$ cat config.mk
export PLATFORM = sky130hd
export DESIGN_NAME = mbcs_seq
export DESIGN_NICKNAME = d
export VERILOG_FILES = /design/src/mbcs_pkg.sv /design/src/mbcs_sync_if.sv /design/src/mbcs_sync_gate.sv /design/src/mbcs_seq.sv
export SDC_FILE = /design/constraint.sdc
export NUM_CORES = 1
export LEC_CHECK = 0
export ABC_AREA = 1
export BUFFER_PORTS_ARGS = -buffer_cell sky130_fd_sc_hd__buf_2
export CORE_ASPECT_RATIO = 1.1
export CORE_UTILIZATION = 56
export CTS_CLUSTER_SIZE = 28
export DETAILED_ROUTE_END_ITERATION = 12
export HOLD_SLACK_MARGIN = 0.02
export PLACE_DENSITY_LB_ADDON = 0.12
export SLEW_MARGIN = 20
export SYNTH_ARGS = -nofsm -noshare
export SYNTH_HDL_FRONTEND = slang
export SYNTH_HIERARCHICAL = 1
export SYNTH_SLANG_ARGS = --single-unit
$ cat constraint.sdc
create_clock -name I_CLK -period 2.2 [get_ports I_CLK]
set_clock_uncertainty 0.1 [all_clocks]
set_input_delay 0.33 -clock I_CLK [delete_from_list [all_inputs] [get_ports I_CLK]]
set_output_delay 0.33 -clock I_CLK [all_outputs]
set_load 0.01 [all_outputs]
$ cat src/mbcs_pkg.sv
// package of constants and types for the bypass contactor sequencer
package mbcs_pkg;
  localparam logic [1:0] MODE_SYNC_OVERLAP = 2'h1;
  localparam logic [1:0] MODE_SYNC_NO_OVERLAP = 2'h2;
  localparam logic [1:0] MODE_UNSYNC = 2'h3;
  localparam int CLK_HZ = 20000000;
  localparam int EXCITE_TIME_US_DEFAULT = 1000;
  localparam int EXCITE_CYCLES_DEFAULT = (EXCITE_TIME_US_DEFAULT * (CLK_HZ / 1000000));
  localparam int EXCITE_CNT_W = 24;
  // phase setpoint in units of 0.1 degree, signed
  localparam logic signed [11:0] PHASE_SET_MIN = -12'sd1800;
  localparam logic signed [11:0] PHASE_SET_MAX = 12'sd1799;
  localparam logic signed [11:0] PHASE_ADV_MAX = 12'sd200;
  localparam logic [11:0] ANGLE_LIMIT_MAX = 12'h0c8;
  typedef enum logic [3:0]
  {
    ST_CONV = 4'h0,
    ST_TL_SYNC = 4'h1,
    ST_TL_LINE_FB = 4'h2,
    ST_TL_CONV_OPEN = 4'h3,
    ST_TL_EXCITE = 4'h4,
    ST_LINE = 4'h5,
    ST_RT_SYNC = 4'h6,
    ST_RT_CONV_FB = 4'h7,
    ST_RT_LINE_OPEN = 4'h8,
    ST_RT_EXCITE = 4'h9,
    ST_RT_CONV_CLOSE = 4'ha
  } mbcs_state_t;
endpackage : mbcs_pkg

$ cat src/mbcs_sync_if.sv
// interface carrying synchronizer settings and lock result
`timescale 1ns/1ps
interface mbcs_sync_if;
  logic signed [11:0] phase_setpoint;
  logic [11:0] max_angle;
  logic [11:0] angle_diff;
  logic lock_raw;
  logic sync_ok;
  logic signed [11:0] phase_used;
  modport ctl (output phase_setpoint, output max_angle, output angle_diff, output lock_raw,
    input sync_ok, input phase_used);
  modport chk (input phase_setpoint, input max_angle, input angle_diff, input lock_raw,
    output sync_ok, output phase_used);
endinterface : mbcs_sync_if

$ cat src/mbcs_sync_gate.sv
// clamps phase setpoint and angle limit, qualifies synchronizer lock
`timescale 1ns/1ps
module mbcs_sync_gate
(
  input wire logic i_clk,
  input wire logic i_rst_b,
  mbcs_sync_if.chk sif
);
  import mbcs_pkg::*;
  logic sync_ok_reg;
  logic sync_ok_next;
  logic signed [11:0] phase_reg;
  logic signed [11:0] phase_next;
  logic [11:0] lim;

  function automatic logic signed [11:0] clamp_s(input logic signed [11:0] v,
    input logic signed [11:0] lo, input logic signed [11:0] hi);
    clamp_s = (v < lo) ? lo : ((v > hi) ? hi : v);
  endfunction : clamp_s

  always_comb
  begin
    lim = (sif.max_angle > ANGLE_LIMIT_MAX) ? ANGLE_LIMIT_MAX : sif.max_angle;
    sync_ok_next = sif.lock_raw && (sif.angle_diff <= lim);
    phase_next = clamp_s(sif.phase_setpoint, PHASE_SET_MIN, PHASE_SET_MAX);
  end

  always_ff @(posedge i_clk or negedge i_rst_b)
  begin
    if (!i_rst_b)
    begin
      sync_ok_reg <= 1'b0;
      phase_reg <= 12'sh000;
    end
    else
    begin
      sync_ok_reg <= sync_ok_next;
      phase_reg <= phase_next;
    end
  end

  assign sif.sync_ok = sync_ok_reg;
  assign sif.phase_used = phase_reg;
endmodule : mbcs_sync_gate

$ cat src/mbcs_seq.sv
// bypass contactor sequencer top
`timescale 1ns/1ps
module mbcs_seq
#(
  parameter int EXCITE_CYCLES = mbcs_pkg::EXCITE_CYCLES_DEFAULT
)
(
  input wire logic I_CLK,
  input wire logic I_RST_B,
  input wire logic [1:0] I_BYPASS_MODE_SELECT,
  input wire logic I_BYPASS_COMMAND,
  input wire logic I_ON_COMMAND,
  input wire logic I_CONVERTER_CONTACTOR_FEEDBACK,
  input wire logic I_LINE_CONTACTOR_FEEDBACK,
  input wire logic I_SYNC_LOCK_REACHED,
  input wire logic [11:0] I_ANGLE_DIFFERENCE,
  input wire logic signed [11:0] I_PHASE_ADVANCE_SETPOINT,
  input wire logic [11:0] I_MAX_ANGLE_DIFFERENCE,
  output logic O_CONVERTER_CONTACTOR_CMD,
  output logic O_LINE_CONTACTOR_CMD,
  output logic O_SYNC_REQUEST,
  output logic O_PULSE_ENABLE,
  output logic O_HOT_STANDBY,
  output logic O_BASIC_STANDBY,
  output logic O_LINE_OPERATION,
  output logic signed [11:0] O_PHASE_SETPOINT
);
  import mbcs_pkg::*;

  // three-stage synchronisers for pins
  logic [2:0] byp_sr;
  logic [2:0] on_sr;
  logic [2:0] cfb_sr;
  logic [2:0] lfb_sr;
  logic [2:0] lock_sr;
  logic byp_q;
  logic on_q;
  logic cfb_q;
  logic lfb_q;
  logic lock_q;

  mbcs_state_t state_reg;
  mbcs_state_t state_next;
  logic conv_cmd_reg;
  logic conv_cmd_next;
  logic line_cmd_reg;
  logic line_cmd_next;
  logic sync_req_reg;
  logic sync_req_next;
  logic pulse_reg;
  logic pulse_next;
  logic hot_reg;
  logic hot_next;
  logic basic_reg;
  logic basic_next;
  logic byp_prev_reg;
  logic line_op_reg;
  logic line_op_next;
  logic [EXCITE_CNT_W-1:0] cnt_reg;
  logic [EXCITE_CNT_W-1:0] cnt_next;
  logic [1:0] mode_reg;
  logic [1:0] mode_next;
  logic byp_rise;
  logic byp_fall;
  logic lock_ok;
  logic synced_mode;

  mbcs_sync_if sif ();

  function automatic logic agree(input logic [2:0] sr, input logic held);
    agree = (sr[2] == sr[1]) ? sr[2] : held;
  endfunction : agree

  always_ff @(posedge I_CLK or negedge I_RST_B)
  begin
    if (!I_RST_B)
    begin
      byp_sr <= 3'h0;
      on_sr <= 3'h0;
      cfb_sr <= 3'h0;
      lfb_sr <= 3'h0;
      lock_sr <= 3'h0;
      byp_q <= 1'b0;
      on_q <= 1'b0;
      cfb_q <= 1'b0;
      lfb_q <= 1'b0;
      lock_q <= 1'b0;
    end
    else
    begin
      byp_sr <= {byp_sr[1:0], I_BYPASS_COMMAND};
      on_sr <= {on_sr[1:0], I_ON_COMMAND};
      cfb_sr <= {cfb_sr[1:0], I_CONVERTER_CONTACTOR_FEEDBACK};
      lfb_sr <= {lfb_sr[1:0], I_LINE_CONTACTOR_FEEDBACK};
      lock_sr <= {lock_sr[1:0], I_SYNC_LOCK_REACHED};
      byp_q <= agree(byp_sr, byp_q);
      on_q <= agree(on_sr, on_q);
      cfb_q <= agree(cfb_sr, cfb_q);
      lfb_q <= agree(lfb_sr, lfb_q);
      lock_q <= agree(lock_sr, lock_q);
    end
  end

  assign sif.phase_setpoint = I_PHASE_ADVANCE_SETPOINT;
  assign sif.max_angle = I_MAX_ANGLE_DIFFERENCE;
  assign sif.angle_diff = I_ANGLE_DIFFERENCE;
  assign sif.lock_raw = lock_q;

  mbcs_sync_gate u_gate
  (
    .i_clk(I_CLK),
    .i_rst_b(I_RST_B),
    .sif(sif.chk)
  );

  always_comb
  begin
    byp_rise = byp_q && !byp_prev_reg;
    byp_fall = !byp_q && byp_prev_reg;
    lock_ok = sif.sync_ok;
    synced_mode = (mode_reg == MODE_SYNC_OVERLAP) || (mode_reg == MODE_SYNC_NO_OVERLAP);
    state_next = state_reg;
    conv_cmd_next = conv_cmd_reg;
    line_cmd_next = line_cmd_reg;
    sync_req_next = sync_req_reg;
    pulse_next = pulse_reg;
    hot_next = hot_reg;
    basic_next = basic_reg;
    mode_next = mode_reg;
    cnt_next = cnt_reg;
    unique case (state_reg)
      ST_CONV:
      begin
        mode_next = I_BYPASS_MODE_SELECT;
        conv_cmd_next = 1'b1;
        line_cmd_next = 1'b0;
        pulse_next = 1'b1;
        hot_next = 1'b0;
        basic_next = 1'b0;
        if (byp_rise && cfb_q && !lfb_q && I_BYPASS_MODE_SELECT != 2'h0)
        begin
          if (I_BYPASS_MODE_SELECT == MODE_UNSYNC)
          begin
            pulse_next = 1'b0;
            conv_cmd_next = 1'b0;
            state_next = ST_TL_CONV_OPEN;
          end
          else
          begin
            sync_req_next = 1'b1;
            state_next = ST_TL_SYNC;
          end
        end
      end
      ST_TL_SYNC:
      begin
        if (lock_ok)
        begin
          if (mode_reg == MODE_SYNC_OVERLAP)
          begin
            line_cmd_next = 1'b1;
            state_next = ST_TL_LINE_FB;
          end
          else
          begin
            conv_cmd_next = 1'b0;
            pulse_next = 1'b0;
            state_next = ST_TL_CONV_OPEN;
          end
        end
      end
      ST_TL_CONV_OPEN:
      begin
        if (!cfb_q)
        begin
          cnt_next = '0;
          state_next = synced_mode ? ST_TL_LINE_FB : ST_TL_EXCITE;
          line_cmd_next = synced_mode;
        end
      end
      ST_TL_EXCITE:
      begin
        if (cnt_reg >= EXCITE_CNT_W'(EXCITE_CYCLES - 1))
        begin
          line_cmd_next = 1'b1;
          state_next = ST_TL_LINE_FB;
        end
        else
          cnt_next = cnt_reg + 1'b1;
      end
      ST_TL_LINE_FB:
      begin
        if (lfb_q)
        begin
          conv_cmd_next = 1'b0;
          pulse_next = 1'b0;
          sync_req_next = 1'b0;
          hot_next = 1'b1;
          state_next = ST_LINE;
        end
      end
      ST_LINE:
      begin
        if (hot_reg && !on_q)
        begin
          hot_next = 1'b0;
          basic_next = 1'b1;
        end
        if (byp_fall)
        begin
          hot_next = 1'b0;
          basic_next = 1'b0;
          if (mode_reg == MODE_UNSYNC)
          begin
            line_cmd_next = 1'b0;
            state_next = ST_RT_LINE_OPEN;
          end
          else
          begin
            sync_req_next = 1'b1;
            state_next = ST_RT_SYNC;
          end
        end
      end
      ST_RT_SYNC:
      begin
        pulse_next = 1'b1;
        if (pulse_reg && lock_ok)
        begin
          conv_cmd_next = 1'b1;
          state_next = ST_RT_CONV_FB;
        end
      end
      ST_RT_CONV_FB:
      begin
        if (cfb_q)
        begin
          line_cmd_next = 1'b0;
          sync_req_next = 1'b0;
          state_next = ST_CONV;
        end
      end
      ST_RT_LINE_OPEN:
      begin
        if (!lfb_q)
        begin
          cnt_next = '0;
          state_next = ST_RT_EXCITE;
        end
      end
      ST_RT_EXCITE:
      begin
        if (cnt_reg >= EXCITE_CNT_W'(EXCITE_CYCLES - 1))
        begin
          conv_cmd_next = 1'b1;
          state_next = ST_RT_CONV_CLOSE;
        end
        else
          cnt_next = cnt_reg + 1'b1;
      end
      ST_RT_CONV_CLOSE:
      begin
        if (cfb_q)
        begin
          pulse_next = 1'b1;
          state_next = ST_CONV;
        end
      end
      default:
        state_next = ST_CONV;
    endcase
    line_op_next = (state_next == ST_LINE);
  end

  always_ff @(posedge I_CLK or negedge I_RST_B)
  begin
    if (!I_RST_B)
    begin
      state_reg <= ST_CONV;
      conv_cmd_reg <= 1'b1;
      line_cmd_reg <= 1'b0;
      sync_req_reg <= 1'b0;
      pulse_reg <= 1'b1;
      hot_reg <= 1'b0;
      basic_reg <= 1'b0;
      mode_reg <= 2'h0;
      cnt_reg <= '0;
      byp_prev_reg <= 1'b0;
      line_op_reg <= 1'b0;
    end
    else
    begin
      state_reg <= state_next;
      conv_cmd_reg <= conv_cmd_next;
      line_cmd_reg <= line_cmd_next;
      sync_req_reg <= sync_req_next;
      pulse_reg <= pulse_next;
      hot_reg <= hot_next;
      basic_reg <= basic_next;
      mode_reg <= mode_next;
      cnt_reg <= cnt_next;
      byp_prev_reg <= byp_q;
      line_op_reg <= line_op_next;
    end
  end

  always_comb
  begin
    O_CONVERTER_CONTACTOR_CMD = conv_cmd_reg;
    O_LINE_CONTACTOR_CMD = line_cmd_reg;
    O_SYNC_REQUEST = sync_req_reg;
    O_PULSE_ENABLE = pulse_reg;
    O_HOT_STANDBY = hot_reg;
    O_BASIC_STANDBY = basic_reg;
    O_LINE_OPERATION = line_op_reg;
    O_PHASE_SETPOINT = sif.phase_used;
  end
endmodule : mbcs_seq

# After elaboration in Yosys (flattened, before gate mapping)
# Index checks and enable logic that the tools add are counted.
# word_totals
wordCells	149
in_bits	45
regBits	71
out_inout_bits	19
# classes
add_sub_neg	1
magnitude_cmp	5
eq_ne	38
n_reduce_logical	31
n_mux	51
# op_table
op	n
$mux W24	3
$pmux W24 S3	1
$mux W4	11
$pmux W4 S10	1
$mux W12	3
$ne A2 B2 Y1 const B	16
$add A24 B1 Y24 const B	1
$ge A24 B15 Y1 const B	1
$mux W1	24
$eq A4 B3 Y1 const B	5
$eq A4 B4 Y1 const B	3
$gt A12 B12 Y1 const B	1
$gt A12 B8 Y1 const B	1
$le A12 B12 Y1	1
$lt A12 B12 Y1 const B	1
$pmux W1 S5	2
$reduce_bool A5 Y1	2
$eq A4 B2 Y1 const B	2
$logic_and A1 B1 Y1	8
$reduce_and A8 Y1	1
$reduce_and A7 Y1	1
$eq A2 B2 Y1 const B	3
$pmux W1 S6	1
$reduce_and A6 Y1	1
other kinds (22)	32

# Longest topological paths before layout
# Gate-level depths: netlist of the first run.
# depth
ltp_word	8
mapped_depth	14
ltp_nobuf	14

# By module
# The synthesis of the first run kept the hierarchy.
# by_module_without_submodules
module	instances	cells_per_inst	seq_area_each_um2	area_each_um2
mbcs_seq	1	370	1453.9	2924.1
mbcs_sync_gate	1	111	325.3	887.1

# Worst setup path before layout of the first run
# No wires, ideal clock.
# synth_timing
path_kind	input to register
startpoint	in I_MAX_ANGLE_DIFFERENCE[11]
endpoint	reg u_gate.sync_ok_reg, in the netlist u_gate/sif.sync_ok
setup_time_ns	0.077
setup_slack_ns	0.482
cell_stages	9
required_time_ns	2.023
t_arrival_ns	1.540
n_path_buf	0
path_cell_list	nor4_4 nand2_1 nor2_1 ha_1 a21oi_1 nand2_1 nand2_1 nand3_1 a21oi_1
# synth_between
elab_chain_cells	4
# synth_rtl
element	line	text
start, declared	mbcs_seq.sv:18	input wire logic [11:0] I_MAX_ANGLE_DIFFERENCE,
$gt A12 B8 Y1	mbcs_sync_gate.sv:23	lim = (sif.max_angle > ANGLE_LIMIT_MAX) ? ANGLE_LIMIT_MAX : sif.max_angle;
$mux W12 (*)	mbcs_sync_gate.sv:23	
$le A12 B12 Y1 (*)	mbcs_sync_gate.sv:24	sync_ok_next = sif.lock_raw && (sif.angle_diff <= lim);
$logic_and A1 B1 Y1 (*)	mbcs_sync_gate.sv:24	
named net u_gate.sync_ok_next	mbcs_sync_gate.sv:11	logic sync_ok_next;
end signal, assigned	mbcs_sync_gate.sv:37	sync_ok_reg <= sync_ok_next;
end, declared	mbcs_sync_gate.sv:10	logic sync_ok_reg;
# The timed path passes the listed nets; every way through them passes the cells marked *.
# A chain may end at the register's enable or synchronous reset.

# Final worst setup path of the first run
# layout_timing
startpoint	reg cnt_reg[0]
endpoint	reg cnt_reg[2]
# layout_between
elab_chain_cells	3
elab_cells_between_ends	6
classes_between	add/sub: 1; order compare: 1; eq/ne: 1; mux: 2; reduce/logical: 1
# layout_rtl
element	line	text
start, declared	mbcs_seq.sv:59	logic [EXCITE_CNT_W-1:0] cnt_reg;
start signal, assigned	mbcs_seq.sv:301	cnt_reg <= cnt_next;
$add A24 B1 Y24 / $ge A24 B15 Y1 (equally long branches)	--	
$mux W24 / $ne A2 B2 Y1 (equally long branches)	--	
$pmux W24 S3 / $reduce_and A4 Y1 (equally long branches)	--	
# Parallel ways exist; a longest one is shown, timed or not. The select of a mux whose other input is x is not followed.

==> flow_summary.ini, run 1 <==
[critical_path]
r2r_slack_ps = 240
cp.arrival_ps = 2140
critical_path_required_ps = 2380
reg2reg_from = cnt_reg[0]
setup.worst_path.class = flop to flop
endpoint_kind = flop
reg2reg_to = cnt_reg[2]
r2r_cells = 11
critPathLaunchType = flop
crit_fanout = 15

[logic_synthesis]
synth-simple-area-share_pct = 30.7
synthTopCellsByArea = dfrtp_1, nand2_1, nor2_1, inv_1, nand3_1
avgSynthCellArea_sq_um = 7.92
synth-async-reset-ratio_pct = 100
synth_cell_types = 35
synth_adder_area_share_pct = 6.24
synth_edf_count = 0
synth_area_sq_mm = 0.00381
synth_area_leader_cell = dfrtp_1
synth_top_family_by_area = simple AND/OR/NAND/NOR gates
yosys_warnings = 6
synthXorXnorAreaFrac_pct = 1.38
synth_mux_area_share_pct = 0
synth_compound_area_share_pct = 7.81
synth-main-ff-cell = dfrtp_1
synth_top_area_share_pct = 45.3
ys_seq_elements = 71
synthCells = 481
synth_seq_area_share_pct = 46.7

[placed_design]
port_buffers = 63
placedInstanceArea_sq_mm = 0.00424
dp_hpwl_mm = 5.98
gp_congestion = 0.878

[job]
cap_violations = 0

[power_and_ir_drop]
clock_power_share_pct = 42.2
sequentialPowerShare_pct = 50.4
p_int_uw = 2080
ir_drop_uv = 470
power.share.switching_pct = 23.5
p_sw_uw = 638
p_leak_uw = 0.00241
power_density_mw_per_mm2 = 597
combPwrFrac_pct = 7.3

[floorplan]
fp.dieH_um = 88.5
io_pins = 64
die_area_sq_mm = 0.00714
floorplan.core_area_sq_mm = 0.00659
placement_rows = 31
start_util_pct = 57.8
die_w_um = 80.7

[finish]
n_fill_cell = 549
syn_to_final_growth_pct = 19.4
design_area_sq_mm = 0.00455
largest_reg_flops = 24
drive_gt1_share_pct = 17.4
nNetsFinal = 624
antenna_cells = 0

[grt]
antenna_found_initial = 0
grt_pass1_vias = 3184
grtUsageTotal_pct = 25.0
grt_max_degree = 33
grt_pass1_wl_mm = 13.6
overflow = 0

[cts]
clockBufferDepth = 2
h-tree-depth = 3
cts.sinks = 71
numCtsBuffers = 9
clkTransAtPathRegs_ps = 80
cts_tree = built
root_buffer = clkbuf_8
cts_setup_buffers = 0
clk_latency_ps = 350

[detailed_routing]
antenna_left = 0
viasPerCell = 5.21
routed_wl_mm = 8.03
wl_per_cell_um = 12.3
first_iter_violations = 186
drc_errors = 0
first_pass_iters = 5
vias = 3390

[hold_path]
whs_path_depth = 1
hold_end = u_gate/sif.phase_used[11]
min_path_type = input port to flop
min-delay-start = I_PHASE_ADVANCE_SETPOINT[11]

[sta]
period_minus_slack_ps = 1960
tightest_slew_ps = 601
slew_headroom_pct = 59.5
finalHoldViolations = 0
rsz0062_at_grt = no
setup_tns_ps = 0
fmax_ghz = 0.510
fin_crit_sh_pct = 89.2
setup-violations-final = 0
slew_viol_final = 0

[run_status]
outcome = finished clean
## worst max path at each step
stage,startpoint,endpoint
after detailed placement,I_MAX_ANGLE_DIFFERENCE[0],u_gate/sif.sync_ok
after global routing,cnt_reg[0],cnt_reg[6]
after global placement,I_MAX_ANGLE_DIFFERENCE[11],u_gate/sif.sync_ok
after floorplan,I_MAX_ANGLE_DIFFERENCE[11],u_gate/sif.sync_ok
after CTS,cnt_reg[0],cnt_reg[2]
final,cnt_reg[0],cnt_reg[2]
## critical path, cell delays in order (launching register included)
cell,delay (ps)
dfrtp_1,400
ha_1,220
nand2_1,100
nor2_1,150
inv_1,50
nand2_1,50
nand3_1,110
nand2_1,110
nand2_2,130
nand2_2,290
nand2_1,90
nand2_1,90
## layer usage
layer	share of wire (%)	global-route usage (%)
met3	6.4	5.57
met5	0	0
met1	45	32.2
met4	1.6	11.2
met2	47	40.4
## layout by cell type, fill, tap and decap left out, drive strengths merged, types with 3 or more instances in the layout
cell type and instances:
a21boi 8, a21oi 15, buf 70, clkbuf 10, conb 4, dfrtp 69
dlygate4sd3 9, ha 15, inv 58, maj3 5, nand2 135, nand3 38
nand4 16, nor2 72, nor3 4, o211ai 3, o21ai 12, o21bai 3
xor2 4
## repair_timing
item / CTS / global route
endpoints found under the hold margin: 20 / 0
gates resized for setup: 0 / 0
setup endpoints to repair: 0 / 0
hold buffers: 9 / 0
## cells in the mapped netlist (all sizes together), types with 2 or more instances
master / number
nand2: 135
nor2: 72
dfrtp: 69
inv: 57
nand3: 38
nand4: 16
a21oi: 15
ha: 15
o21ai: 12
a21boi: 8
buf: 5
maj3: 5
clkbuf: 4
nor3: 4
xor2: 4
o211ai: 3
o21bai: 3
a31oi: 2
dfstp: 2
nor4: 2
xnor2: 2
## power groups by stage
stage / clock (uW) / sequential (uW) / combinational [uW]
floorplan: 0 / 1400 / 75.4
global placement: 0 / 1400 / 179
detailed placement: 0 / 1400 / 186
CTS: 1170 / 1370 / 200
global route: 1230 / 1370 / 228
finish: 1150 / 1370 / 199
## metrics by stage
stage | hold slack, ps | worst slack, ps | std cells | power (uW) | utilization [%]
5_1_grt | 35.3 | 26.0 | 651 | 2830 | 69.0
3_5_place_dp | 165 | 140 | 626 | 1580 | 64.3
2_1_floorplan | -65.6 | 482 | 484 | 1470 | -
3_3_place_gp | 158 | 282 | 626 | 1570 | 64.3
6_report | 49.2 | 237 | 651 | 2720 | 69.0
4_1_cts | 28.5 | 265 | 651 | 2740 | 69.0
## cell type report
class / instances / area, sq um / share of cell area, %
Inverter: 57 / 214 / 4.70
Clock inverter: 6 / 93.8 / 2.06
Sequential cell: 71 / 1780 / 39.1
Clock buffer: 10 / 128 / 2.81
Tap cell: 82 / 103 / 2.26
Timing Repair Buffer: 79 / 458 / 10.1
Multi-Input combinational cell: 346 / 1770 / 39.0
## logic make-up (layout without fill, tap and decap cells)
group           count (synthesis)  count (layout)
compound gates                 46              46
xor+xnor                        6               6
fa+ha+maj                      20              20
buf+inv                        67             152
flops                          71              71
other cells                     1               4
simple gates                  270             270
Note: power is estimated with default switching activity, not from simulation.
==> run 2, diff against run 1 <==
--- a/config.mk
+++ b/config.mk
@@ -8,7 +8,7 @@
 export ABC_AREA = 1
 export BUFFER_PORTS_ARGS = -buffer_cell sky130_fd_sc_hd__buf_2
 export CORE_ASPECT_RATIO = 1.1
-export CORE_UTILIZATION = 56
+export CORE_UTILIZATION = 51
 export CTS_CLUSTER_SIZE = 28
 export DETAILED_ROUTE_END_ITERATION = 12
 export HOLD_SLACK_MARGIN = 0.02
==> constraint.sdc (replaced) <==
create_clock -name I_CLK -period 1.6 [get_ports I_CLK]
set_clock_uncertainty 0.1 [all_clocks]
set_input_delay 0.24 -clock I_CLK [delete_from_list [all_inputs] [get_ports I_CLK]]
set_output_delay 0.24 -clock I_CLK [all_outputs]
set_load 0.01 [all_outputs]
==> run 2 against run 1 <==
Compared with the run above: the flow now finishes with violations (design-rule violations, negative setup slack); routed wire length is 39% higher; critical endpoint is now cnt_reg[4]; non-clock buffer count is 71 higher; core utilization is 11 points higher; first-iteration DRC count is 55% higher; die area is 9.6% higher; combinational power is 70% higher; highest routed layer unchanged; global-route usage is 1.9 points higher; total power is 43% higher; critical path depth is 2 lower; sequential power is 38% higher; final cell count is 12% higher.
==> flow_summary.ini, run 2 (same netlist as run 1, synthesis figures left out) <==
[finish]
instances_no_fill = 726
antenna_cells = 0
largest_reg_flops = 24
syn_to_final_growth_pct = 49.7
layout_common_cells = nand2_1, dfrtp_1, buf_2
final_common_cell = nand2_1
drive_gt1_share_pct = 40.7
nNetsFinal = 696

[detailed_routing]
first_pass_iters = 9
first_iter_violations = 288
vias = 3899
drc_errors = 4
wl_per_cell_um = 15.4
viasPerCell = 5.37
antenna_left = 0
routed_wl_mm = 11.2

[sta]
slew_viol_final = 0
fin_ws_ps = -176
fmax_ghz = 0.563
rsz0062_at_grt = yes
setup_tns_ps = -3270
setup-violations-final = 28
timing.hold.ws_ps = 39.7
fin_crit_sh_pct = 111
period_minus_slack_ps = 1780
finalHoldViolations = 0

[cts]
h-tree-depth = 3
clk_latency_ps = 360
clockBufferDepth = 2
numCtsBuffers = 9
clkTransAtPathRegs_ps = 90
cts.sinks = 71
cts_tree = built
root_buffer = clkbuf_8

[critical_path]
crit_chain = buf_4 -> nand2_2 -> nor2_4 -> nor2_4 -> a31oi_4 -> buf_12 -> buf_8 -> nand3_1 -> nand2_1
r2r_cells = 9
cpPeakStageDelay_ps = 450
reg2reg_from = state_reg[0]
endpoint_kind = flop
r2r_slack_ps = -180
path_common_cell = nor2_4
critical_path_required_ps = 1760
cp.arrival_ps = 1930
setup.worst_path.class = flop to flop
reg2reg_to = cnt_reg[4]
critPathLaunchType = flop
crit_fanout = 8
crit_slowest_cell = dfrtp_2

[power_and_ir_drop]
p_sw_uw = 988
power.share.switching_pct = 25.4
p_leak_uw = 0.00290
p_int_uw = 2900
ir_drop_uv = 578
sequentialPowerShare_pct = 48.5
power_density_mw_per_mm2 = 681
clock_power_share_pct = 42.8
combPwrFrac_pct = 8.7

[hold_path]
min-delay-start = I_BYPASS_MODE_SELECT[0]
whs_path_depth = 3
min_path_type = input port to flop
hold_end = mode_reg[0]

[placed_design]
gp_congestion = 0.875
dp_cells = 671
port_buffers = 63
dp_hpwl_mm = 6.48

[floorplan]
io_pins = 64
fp.dieH_um = 92.7
die_w_um = 84.4
start_util_pct = 53.5
die_area_sq_mm = 0.00782
floorplan.core_area_sq_mm = 0.00713
placement_rows = 32

[grt]
antenna_found_initial = 0
grt_max_degree = 72
grt_pass1_vias = 3684
grtUsageTotal_pct = 26.9
grt_pass1_wl_mm = 16.4
overflow = 0

[run_status]
violations = design-rule violations, negative setup slack
outcome = complete, but fails checks

[job]
cap_violations = 0
[run 2: cell types whose count changed in the layout (fill, tap and decap cells not counted), sizes merged]
cell         before  now
buf              70  135
clkbuf           10    9
clkinv            2    1
clkinvlp          1    2
dlygate4sd3       9   15
inv              58   59
nand2           135  136
[run 2: worst max path at each step]
stage,to,slack [ps],cells after the start,start
2_1_floorplan,u_gate/sif.sync_ok,-30,9,I_MAX_ANGLE_DIFFERENCE[11]
6_report,cnt_reg[4],-180,9,state_reg[0]
4_1_cts,cnt_reg[2],-60,9,state_reg[1]
3_5_place_dp,u_gate/sif.sync_ok,-350,14,I_MAX_ANGLE_DIFFERENCE[0]
3_3_place_gp,u_gate/sif.sync_ok,-230,12,I_MAX_ANGLE_DIFFERENCE[11]
5_1_grt,cnt_reg[20],-240,10,cnt_reg[16]
[run 2: layout make-up]
type                    instances  area (sq um)
flip-flops and latches         71          1780
multi-input cells             347          2240
fillers                       448          1420
clock buffers                   9           124
repair buffers                150          1130
inverters                      57           219
well taps                      85           106
clock inverters                 7           104
[run 2: repair_timing]
item,in CTS,in global routing
hold buffers,15,0
pin swaps,19,41
endpoints found under the setup margin,31,34
cloned,3,0
resized for setup,58,94
buffers inserted,10,12
endpoints found under the hold margin,83,0
[run 2: metrics by stage]
stage | instance area (sq um) | utilization [%] | setup slack, ps | total power [uW]
after floorplan | 3850 | - | -27.9 | 2030
after global placement | 4590 | 64.4 | -231 | 2170
after detailed placement | 4590 | 64.4 | -351 | 2180
after CTS | 5280 | 74.1 | -63.9 | 3840
after global routing | 5700 | 80.0 | -244 | 4020
final | 5700 | 80.0 | -176 | 3890
[run 2: critical path, delay by kind of cell, from the launching register on]
family | cells | cell delay [ps]
simple gates | 5 | 520
compound gates | 1 | 160
buf+inv | 3 | 450
flops | 1 | 450
[run 2: per-layer routing]
metal,routed length [um],track usage [%],vias up
met3,577,5.35,38
met2,5940,47.0,159
met5,0,0,-
li1,-,-,1860
met4,303,9.32,0
met1,4370,33.4,1842
[run 2: power groups by stage]
| stage | sequential, uW | combinational [uW] | clock, uW |
|---|---|---|---|
| after floorplan | 1920 | 104 | 0 |
| after global placement | 1910 | 255 | 0 |
| after detailed placement | 1920 | 267 | 0 |
| after CTS | 1880 | 299 | 1660 |
| after global routing | 1890 | 375 | 1750 |
| final | 1890 | 339 | 1660 |
